--- config.mk ---
export PLATFORM = sky130hd
export DESIGN_NAME = fspc_top
export DESIGN_NICKNAME = d
export VERILOG_FILES = /design/src/fspc_pkg.sv /design/src/fspc_top.sv
export VERILOG_INCLUDE_DIRS = /design/src
export SDC_FILE = /design/constraint.sdc
export NUM_CORES = 1
export LEC_CHECK = 0
export BUFFER_PORTS_ARGS = -buffer_cell sky130_fd_sc_hd__buf_2
export CAP_MARGIN = 20
export CORE_MARGIN = 3
export CORE_UTILIZATION = 40
export CTS_CLUSTER_DIAMETER = 30
export DETAILED_ROUTE_END_ITERATION = 16
export SYNTH_ARGS = -nofsm -noshare
export SYNTH_HDL_FRONTEND = slang
export SYNTH_SLANG_ARGS = --single-unit
--- constraint.sdc ---
create_clock -name clk -period 2.68 [get_ports clk]
set_input_delay 0.804 -clock clk [delete_from_list [all_inputs] [get_ports clk]]
set_output_delay 0.804 -clock clk [all_outputs]
set_load 0.05 [all_outputs]
--- src/fspc_cfg.svh ---
// Constants of the flash self-programming controller: offsets, field
// positions, command patterns, window lengths and operation timing.
// Assumes inclusion by bare name from the package and the design module.
`ifndef FSPC_CFG_SVH
`define FSPC_CFG_SVH
`define FSPC_AW              12
`define FSPC_CTRL_IDX        12'h037
`define FSPC_CTRL_ADDR       (`FSPC_CTRL_IDX * 12'h004)
`define FSPC_CTRL_RST        8'h00
`define FSPC_BIT_BUFFER_CLEAR_BIT        4
`define FSPC_BIT_FUSE_LOCK_READ_BIT        3
`define FSPC_BIT_PAGE_WRITE_BIT       2
`define FSPC_BIT_PAGE_ERASE_BIT       1
`define FSPC_BIT_STORE_ENABLE_BIT       0
`define FSPC_CMD_CLR         5'h11
`define FSPC_CMD_RFL         5'h09
`define FSPC_CMD_WR          5'h05
`define FSPC_CMD_ERS         5'h03
`define FSPC_CMD_LOAD        5'h01
`define FSPC_SPM_WIN         3'h4
`define FSPC_LPM_WIN         3'h3
`define FSPC_Z_FUSE_LO       16'h0000
`define FSPC_Z_LOCK          16'h0001
`define FSPC_Z_FUSE_HI       16'h0003
`define FSPC_UNUSED_RD       8'hFF
`define FSPC_OP_MIN_NS       3700000
`define FSPC_OP_MAX_NS       4500000
`define FSPC_CLK_NS          50
`endif

--- src/fspc_pkg.sv ---
// Types shared by the flash self-programming controller.
// Assumes fspc_cfg.svh sits in the same folder.
`include "fspc_cfg.svh"
package fspc_pkg;
  // Timed flash operation kinds
  typedef enum logic [1:0] {FSPC_OP_IDLE, FSPC_OP_ERASE, FSPC_OP_WRITE} fspc_op_t;
endpackage

--- src/fspc_top.sv ---
// Flash self-programming controller: control register on APB, store and
// load program memory instruction handling, page buffer and op timer.
// Assumes the core pulses core_spm/core_lpm for one clk with pointer and data
// valid, and that the flash macro reads the page buffer through buf_rd_*.
//
// Added by the designer: the APB register port.
`timescale 1ns/10ps
`include "fspc_cfg.svh"

////////////////////////////////////////////////////////////////////////////////
module fspc_top
  import fspc_pkg::*;
#(
  parameter int PAGE_WORDS = 32,                             // Words per flash page
  parameter int OP_CYCLES  = (`FSPC_OP_MIN_NS + `FSPC_CLK_NS - 1) / `FSPC_CLK_NS // Op length
) (
  input  wire logic                          clk,            // System clock, 20 MHz
  input  wire logic                          resetn,         // System reset, async, low
  input  wire logic                          por_n,          // Power-on reset for op timer
  input  wire logic [`FSPC_AW-1:0]           paddr,          // APB address
  input  wire logic                          psel,           // APB select
  input  wire logic                          penable,        // APB enable
  input  wire logic                          pwrite,         // APB direction
  input  wire logic [31:0]                   pwdata,         // APB write data
  output logic [31:0]                        prdata,         // APB read data
  output logic                               pready,         // APB ready
  output logic                               pslverr,        // APB error, unmapped
  input  wire logic                          core_spm,       // Store instruction pulse
  input  wire logic                          core_lpm,       // Load instruction pulse
  input  wire logic [15:0]                   core_z,         // Pointer register pair
  input  wire logic [15:0]                   core_data,      // Low register pair data
  output logic [7:0]                         lpm_data,       // Fuse or lock byte
  output logic                               lpm_special,    // Pulse: lpm_data valid
  output logic                               lpm_normal,     // Pulse: read flash as usual
  output logic                               lpm_byte_hi,    // Byte select of that read
  output logic                               core_halt,      // Halt request to core
  input  wire logic                          eeprom_write_busy_flag, // EEPROM writing
  input  wire logic [7:0]                    low_fuse_prog,  // 1 = fuse programmed
  input  wire logic [7:0]                    high_fuse_prog, // 1 = fuse programmed
  input  wire logic [1:0]                    lock_prog,      // 1 = lock bit programmed
  output logic [15-$clog2(PAGE_WORDS):0]     flash_page,     // Page of running op
  output logic                               flash_erase_go, // Pulse: start page erase
  output logic                               flash_write_go, // Pulse: start page write
  output logic                               flash_busy,     // Timed op running
  input  wire logic [$clog2(PAGE_WORDS)-1:0] buf_rd_idx,     // Buffer read index
  output logic [15:0]                        buf_rd_data     // Buffer read word
);
  import fspc_pkg::*;

  ////////////////////////////////////////////////////////////////////////////
  // Overview of operation
  // The control register holds five command bits: buffer clear, fuse/lock
  // read, page write, page erase and store enable. A write over APB only
  // lands when its low five bits form one of the accepted patterns, the
  // EEPROM is idle and no timed operation runs. Anything else is dropped
  // without an error response, so software reads back the old value.
  //
  // Every accepted write restarts a small arm window counter. The store
  // instruction is honoured while the counter is below four, and the
  // fuse/lock read only while it is below three. When the window runs out,
  // all command bits drop together. That way a half-armed command cannot
  // survive into code that never meant to use it.
  //
  // The page buffer is a loaded flag per word plus the word itself.
  // Clearing the buffer only drops the flags. The flash macro sees zero for
  // an empty slot, so stale words never leak into a page write. Trade-off:
  // the words stay in the array, which costs no gates, but anyone peeking
  // at the raw array may see old data.
  //
  // The timed operation sits on its own power-on reset. A system reset in
  // the middle of a page erase or write clears the control side but lets
  // the flash finish, since a half-programmed page is worse than a late
  // restart of the core. The core stays halted until the timer ends.

  localparam int WB = $clog2(PAGE_WORDS);
  localparam int PB = 15 - WB;
  localparam int TW = $clog2(OP_CYCLES + 1);
  localparam logic [TW-1:0] OP_LAST = TW'(OP_CYCLES - 1);

  // Control and buffer state, cleared by system reset.
  // The buffer words and their loaded flags live here as well, so a system
  // reset empties the buffer along with the register.
  typedef struct packed {
    logic [4:0]                  cmd;
    logic [2:0]                  win;
    logic [PAGE_WORDS-1:0][15:0] buf_w;
    logic [PAGE_WORDS-1:0]       used;
    logic                        ee_q;
    logic [7:0]                  lpm_data;
    logic                        lpm_special;
    logic                        lpm_normal;
    logic                        lpm_byte_hi;
    logic [31:0]                 prdata;
    logic                        pready;
    logic                        pslverr;
    logic [15:0]                 buf_rd;
  } fspc_ctl_t;

  // Timed operation state, only cleared at power-on
  typedef struct packed {
    fspc_op_t      st;
    logic [TW-1:0] timer;
    logic [PB:0]   page;
    logic          erase_go;
    logic          write_go;
    logic          halt;
    logic          busy;
    logic          done_wr;
    logic          done;
  } fspc_op_st_t;

  fspc_ctl_t   c_reg, c_next;
  fspc_op_st_t o_reg, o_next;

  // Buffer slot addressed by a store pointer; bit zero picks a byte, not a word
  function automatic logic [WB-1:0] slot_of(input logic [15:0] z);
    return z[WB:1];
  endfunction

  // Byte of the lock/fuse space picked by the pointer. Inputs are 1 when
  // a bit is programmed, so every bit is inverted on the way out. Pointer
  // values outside the three defined ones read as all ones, and the lock
  // byte's unused upper bits read as one as well.
  function automatic logic [7:0] fuse_read(input logic [15:0] z);
    logic [7:0] r;
    r = `FSPC_UNUSED_RD;
    if (z == `FSPC_Z_LOCK)
      r = {6'h3F, ~lock_prog};
    else if (z == `FSPC_Z_FUSE_LO)
      r = ~low_fuse_prog;
    else if (z == `FSPC_Z_FUSE_HI)
      r = ~high_fuse_prog;
    return r;
  endfunction

  logic       op_busy;
  logic       ee;
  logic       spm_ok;
  logic       start_ers;
  logic       start_wr;
  logic [4:0] wcmd;
  logic       cmd_ok;
  logic [7:0] ctrl_rd;
  logic       setup;
  logic       acc;
  logic       hit;

  ////////////////////////////////////////////////////////////////////////////
  // Shared decode
  // APB timing: pready rises in the cycle after setup and stands for that
  // one access cycle only, so a master sees no wait states. Writes take
  // effect on the edge where psel, penable and pready are all high.
  always_comb begin
    op_busy   = (o_reg.st != FSPC_OP_IDLE);
    ee        = eeprom_write_busy_flag;
    spm_ok    = core_spm && c_reg.cmd[`FSPC_BIT_STORE_ENABLE_BIT] && !op_busy
                && (c_reg.win < `FSPC_SPM_WIN);
    start_ers = spm_ok && c_reg.cmd[`FSPC_BIT_PAGE_ERASE_BIT] && !ee;
    start_wr  = spm_ok && c_reg.cmd[`FSPC_BIT_PAGE_WRITE_BIT] && !ee;
    wcmd      = pwdata[4:0];
    cmd_ok    = (wcmd == `FSPC_CMD_CLR) || (wcmd == `FSPC_CMD_RFL)
                || (wcmd == `FSPC_CMD_WR) || (wcmd == `FSPC_CMD_ERS)
                || (wcmd == `FSPC_CMD_LOAD);
    ctrl_rd   = {3'h0, c_reg.cmd};
    setup     = psel && !penable;
    acc       = psel && penable && c_reg.pready;
    hit       = (paddr == `FSPC_CTRL_ADDR);
  end

  ////////////////////////////////////////////////////////////////////////////
  // Control register, arm windows, page buffer and byte-load path
  always_comb begin
    c_next             = c_reg;
    c_next.lpm_special = 1'b0;
    c_next.lpm_normal  = 1'b0;
    c_next.ee_q        = ee;
    c_next.buf_rd      = c_reg.buf_w[buf_rd_idx];

    // APB: answer in the cycle after setup, one wait-free access phase
    if (setup) begin
      c_next.pready  = 1'b1;
      c_next.pslverr = !hit;
      c_next.prdata  = hit ? {24'h0, ctrl_rd} : 32'h0;
    end else if (acc) begin
      c_next.pready  = 1'b0;
      c_next.pslverr = 1'b0;
    end

    // Arm window counts only while idle; a running op holds the bits.
    // The fuse/lock read closes one cycle before the store window. An
    // unused read command therefore drops after three cycles, while a
    // store command gets four.
    if (c_reg.cmd[`FSPC_BIT_STORE_ENABLE_BIT] && !op_busy) begin
      c_next.win = c_reg.win + 3'h1;
      if (c_reg.cmd[`FSPC_BIT_FUSE_LOCK_READ_BIT] && c_reg.win == `FSPC_LPM_WIN - 3'h1)
        c_next.cmd = 5'h0;
      if (c_reg.win == `FSPC_SPM_WIN - 3'h1)
        c_next.cmd = 5'h0;
    end

    // Store instruction in an armed window. Erase and write hand over to
    // the op machine and keep their bits until it finishes. A busy EEPROM
    // drops them with no op, and a window expiring on the start edge drops
    // them while the op runs. A plain store
    // or a buffer clear is done here and disarms at once. A slot that is
    // already loaded ignores a second store until the buffer is cleared.
    if (spm_ok) begin
      if (c_reg.cmd[`FSPC_BIT_PAGE_ERASE_BIT] || c_reg.cmd[`FSPC_BIT_PAGE_WRITE_BIT]) begin
        if (ee)
          c_next.cmd = 5'h0;
      end else begin
        c_next.cmd = 5'h0;
        if (c_reg.cmd[`FSPC_BIT_BUFFER_CLEAR_BIT]) begin
          c_next.used = '0;
        end else if (!c_reg.cmd[`FSPC_BIT_FUSE_LOCK_READ_BIT] && !ee
                     && !c_reg.used[slot_of(core_z)]) begin
          c_next.buf_w[slot_of(core_z)] = core_data;
          c_next.used[slot_of(core_z)]  = 1'b1;
        end
      end
    end

    // Byte-load: fuse/lock space while armed, else ordinary flash read.
    // The answer pulse comes one cycle after the load. lpm_data holds its
    // value until the next special read, so the core can take it late.
    if (core_lpm) begin
      c_next.lpm_byte_hi = core_z[0];
      if (c_reg.cmd[`FSPC_BIT_FUSE_LOCK_READ_BIT] && c_reg.cmd[`FSPC_BIT_STORE_ENABLE_BIT]
          && c_reg.win < `FSPC_LPM_WIN && !ee) begin
        c_next.lpm_data    = fuse_read(core_z);
        c_next.lpm_special = 1'b1;
        c_next.cmd         = 5'h0;
      end else begin
        c_next.lpm_normal = 1'b1;
      end
    end

    // Completion of the timed op releases the held bits
    if (o_reg.done)
      c_next.cmd = 5'h0;
    if (o_reg.done_wr)
      c_next.used = '0;

    // EEPROM write starting mid-load throws the buffer away. Only the
    // rising edge counts, so a long EEPROM write clears the buffer once and
    // does not keep erasing words loaded after it ends.
    if (ee && !c_reg.ee_q)
      c_next.used = '0;

    // Register write: valid pattern only, never while busy. It comes last,
    // so a fresh command overrides any clear from an expiring window in the
    // same cycle.
    if (acc && pwrite && hit && cmd_ok && !ee && !op_busy) begin
      c_next.cmd = wcmd;
      c_next.win = 3'h0;
      if (wcmd == `FSPC_CMD_CLR)
        c_next.used = '0;
    end

    // Cleared words read as zero to the flash macro
    if (!c_reg.used[buf_rd_idx])
      c_next.buf_rd = 16'h0000;
  end

  ////////////////////////////////////////////////////////////////////////////
  // Timed page erase / page write; a system reset does not cut it short,
  // since a half-programmed page is worse than a late core restart.
  // The timer counts whole clock cycles from the edge that starts the op.
  // OP_CYCLES defaults to the shortest allowed operation, rounded up, so
  // the op never ends early and stays well below the upper limit. A
  // different clock needs OP_CYCLES rescaled, since the count is not tied
  // to an oscillator of its own. Halt and busy rise on the same edge as
  // the go pulse and fall on the edge that returns the state to idle.
  always_comb begin
    o_next          = o_reg;
    o_next.erase_go = 1'b0;
    o_next.write_go = 1'b0;
    o_next.done     = 1'b0;
    o_next.done_wr  = 1'b0;
    case (o_reg.st)
      FSPC_OP_IDLE: begin
        if (start_ers || start_wr) begin
          o_next.st       = start_ers ? FSPC_OP_ERASE : FSPC_OP_WRITE;
          o_next.timer    = '0;
          o_next.page     = (PB+1)'(core_z[15:WB+1]);
          o_next.erase_go = start_ers;
          o_next.write_go = start_wr;
          o_next.halt     = 1'b1;
          o_next.busy     = 1'b1;
        end
      end
      FSPC_OP_ERASE, FSPC_OP_WRITE: begin
        o_next.timer = o_reg.timer + TW'(1);
        if (o_reg.timer == OP_LAST) begin
          o_next.st      = FSPC_OP_IDLE;
          o_next.halt    = 1'b0;
          o_next.busy    = 1'b0;
          o_next.done    = 1'b1;
          o_next.done_wr = (o_reg.st == FSPC_OP_WRITE);
        end
      end
      default: begin
        o_next.st   = FSPC_OP_IDLE;
        o_next.halt = 1'b0;
        o_next.busy = 1'b0;
      end
    endcase
  end

  ////////////////////////////////////////////////////////////////////////////
  // State registers
  // Each process registers a whole struct at once, so every field of a
  // state group moves on the same edge. The two groups differ only in the
  // reset that clears them.
  always_ff @(posedge clk or negedge resetn) begin
    if (!resetn) begin
      c_reg <= '0;
    end else begin
      c_reg <= c_next;
    end
  end

  // Power-on only, so a system reset lets the op finish
  always_ff @(posedge clk or negedge por_n) begin
    if (!por_n) begin
      o_reg <= '0;
    end else begin
      o_reg <= o_next;
    end
  end

  // Outputs straight from flops. None passes through logic, so every
  // output settles right after the edge, and a consumer on the same clock
  // sees no combinational path through this block.
  assign prdata         = c_reg.prdata;
  assign pready         = c_reg.pready;
  assign pslverr        = c_reg.pslverr;
  assign lpm_data       = c_reg.lpm_data;
  assign lpm_special    = c_reg.lpm_special;
  assign lpm_normal     = c_reg.lpm_normal;
  assign lpm_byte_hi    = c_reg.lpm_byte_hi;
  assign buf_rd_data    = c_reg.buf_rd;
  assign core_halt      = o_reg.halt;
  assign flash_page     = o_reg.page;
  assign flash_erase_go = o_reg.erase_go;
  assign flash_write_go = o_reg.write_go;
  assign flash_busy     = o_reg.busy;

endmodule

==> impl_metrics.ini <==
[pwr]
p_leak_nw = 18.4
p_comb_frac = 0.050
max-vdd-ir-drop_mv = 0.598
seqPwrFrac = 0.348
powerDensity_nw_per_um2 = 716
p_clk_frac = 0.601
swShare = 0.232
p_int_mw = 20.8
p_total_mw = 27.1
power.net_switching_mw = 6.28

[cts]
cts_tree = built
clk_pin_slew_worst_paths_ns = 0.05
clkSinkCount = 621
clockBufferDepth = 3
h-tree-depth = 4
cts_buffers = 134
insertion_delay_ns = 0.70
root_buffer = clkbuf_16

[global_routing]
gr-total-overflow = 0
grt_max_degree = 79
antenna_found_initial = 4
grt_usage = 0.202
grt_pass1_vias = 21098
grt_pass1_wl_mm = 123

[final_layout]
design_area_um2 = 37800
post_route_cells_drive_above_1_share = 0.469
finish.utilization = 0.506
layout.nets = 2554
final_common_cell = dfrtp_1
mostFrequentLayoutCells = 621 x dfrtp_1, 455 x mux2_2, 146 x mux2i_1
largest_reg_flops = 553
syn2layout_area_growth_pct = 25.1
stdcell_count = 3514

[job]
drv_cap = 0

[synthesis]
ys_seq_area_frac = 0.514
syn_area_um2 = 30200
postSynthAreaPerCell_um2 = 13.7
ys_ff_latch = 621
synth_ff_type = dfrtp_1
yosysWarnings = 0
synth_cell_types = 77
synthArstFlopShare = 1.00
synth_edf_count = 0
syn_inst = 2203

[die]
start_util = 0.405
io_pins = 184
die-area_um2 = 78900
die_h_um = 281
fp.coreArea_um2 = 74700
dieWidth_um = 281
rows = 100

[route]
wl_per_cell_um = 22.4
vias_per_cell = 5.52
vias = 19405
wirelength_mm = 78.9
ant_nets = 0
drc = 0
dr.pass1.iters = 5
drt_iter0_drc = 1133

[setup_path]
worst-r2r-cell-count = 11
crit_fanout = 10
worst_ep_required_time_ns = 3.24
crit_type = in2reg
cp-start-kind = primary input
worst_setup_path_end_kind = flop
worstPathArrival_ns = 3.17

[timing]
setup-violations-final = 0
post-route-period-util = 0.974
slew_headroom = 0.376
fin_skew_ns = 0.0266
slew_viol_final = 0
rsz0062_at_grt = no
worst_pin_slew_ns = 0.933
finalHoldViolCount = 0
max_freq_ghz = 0.383
fin_crit_ns = 2.61

[outcome]
status = finished, final reports clean

[worst_hold_path]
hold_path.class = in2async

[place]
io_buffers = 128
dp_cells = 3261
dp_hpwl_mm = 49.7
place.gp.congestion = 0.792
placed_area_um2 = 33100
[metrics by stage]
step / TNS [ns] / hold WS, ns / worst slack [ns]
after floorplan: -76.16 / 0.450 / -0.331
after detailed placement: -193.64 / 0.464 / -0.429
after global placement: -180.00 / 0.458 / -0.382
after CTS: 0 / 0.0155 / 0.0291
after global routing: 0 / 0.0493 / 0.0292
final: 0 / 0.0545 / 0.0690
[kinds of logic (layout without fill, tap and decap cells)]
| logic type | count (synthesis) | after routing | synth area share |
|---|---|---|---|
| flops | 621 | 621 | 0.514 |
| other cells | 1 | 29 | 0.000124 |
| buf+inv | 276 | 589 | 0.0517 |
| xor+xnor | 11 | 11 | 0.00319 |
| mux | 743 | 743 | 0.305 |
| fa+ha+maj | 7 | 7 | 0.00290 |
| compound gates | 250 | 251 | 0.0610 |
| simple gates | 294 | 294 | 0.0626 |
[path summary, 6_finish.rpt]
path	startpoint	endpoint	slack, ns
setup / recovery	core_z[1]	c_reg[112]	0.07
hold / removal	resetn	c_reg[565]	0.05
setup reg to reg	o_reg[34]	c_reg[112]	0.09
hold reg to reg	lpm_data[5]	lpm_data[5]	0.48
max in group asynchronous	resetn	c_reg[90]	1.79
min in group clk	pwdata[1]	c_reg[610]	0.36
[layout make-up]
cell class | instances | area (um^2)
Sequential cell | 621 | 15500
Inverter | 19 | 71.3
Clock buffer | 176 | 3750
Multi-Input combinational cell | 1334 | 13400
Clock inverter | 65 | 817
Timing Repair Buffer | 329 | 3030
Tap cell | 969 | 1210
Antenna cell | 1 | 2.50
Fill cell | 6228 | 36900
[routing by layer]
layer | vias up | global-route usage | routed length (um)
li1 | 8629 | - | -
met1 | 10101 | 0.255 | 33600
met2 | 517 | 0.340 | 38900
met3 | 150 | 0.0435 | 4190
met4 | 8 | 0.0793 | 2190
met5 | - | 0 | 59
[what timing repair did]
action,4_1_cts,5_1_grt
resized for setup,0,7
hold buffers,0,0
buffers inserted,0,9
endpoints found under the setup margin,0,257
[synthesized netlist by cell type (3+ instances only)]
library cell	number	area, um^2
mux2_4	60	901
mux4_2	71	1600
nor4_4	12	255
or4_1	13	97.6
and2_1	7	43.8
xnor2_1	11	96.3
nor3b_1	17	128
and3_1	3	18.8
a221o_1	18	180
ha_1	7	87.6
nor3_1	10	50.1
nor4_1	13	81.3
o22ai_1	4	25.0
mux2_2	465	5240
inv_1	19	71.3
a221oi_1	54	473
buf_6	14	158
nand2b_1	4	25.0
o211a_1	16	160
nor4bb_1	5	50.1
buf_12	4	80.1
nand2_1	86	323
a22oi_1	18	135
buf_2	40	200
mux2i_1	146	1460
nor2_1	37	139
nand4_1	8	50.1
nor4b_1	4	35.0
a21o_1	9	67.6
nand4b_1	4	35.0
a21oi_1	20	100
nand3_1	34	170
nor4b_4	6	143
or3_1	3	18.8
nor2b_1	8	50.1
buf_4	81	608
nand3b_1	4	30.0
dfrtp_1	621	15500
and4_1	3	26.3
o31ai_1	8	60.1
buf_1	10	37.5
o21ai_0	74	370
clkbuf_1	106	398
[worst max-delay path: stages]
cell	delay, ns
buf_2	0.12
buf_4	0.15
buf_4	0.18
nand4bb_1	0.33
o2111a_2	0.35
nand2_8	0.09
buf_4	0.17
nor4_4	0.31
buf_12	0.17
buf_12	0.15
mux2_2	0.34
[power by group through the flow]
stage | logic, mW | registers, mW | clock network (mW)
6_report | 1.37 | 9.43 | 16.3
5_1_grt | 1.48 | 9.42 | 17.1
4_1_cts | 1.38 | 9.43 | 16.6
3_5_place_dp | 1.38 | 9.57 | 0
3_3_place_gp | 1.35 | 9.57 | 0
2_1_floorplan | 0.689 | 9.59 | 0
Power figures use the tool's default switching activity.
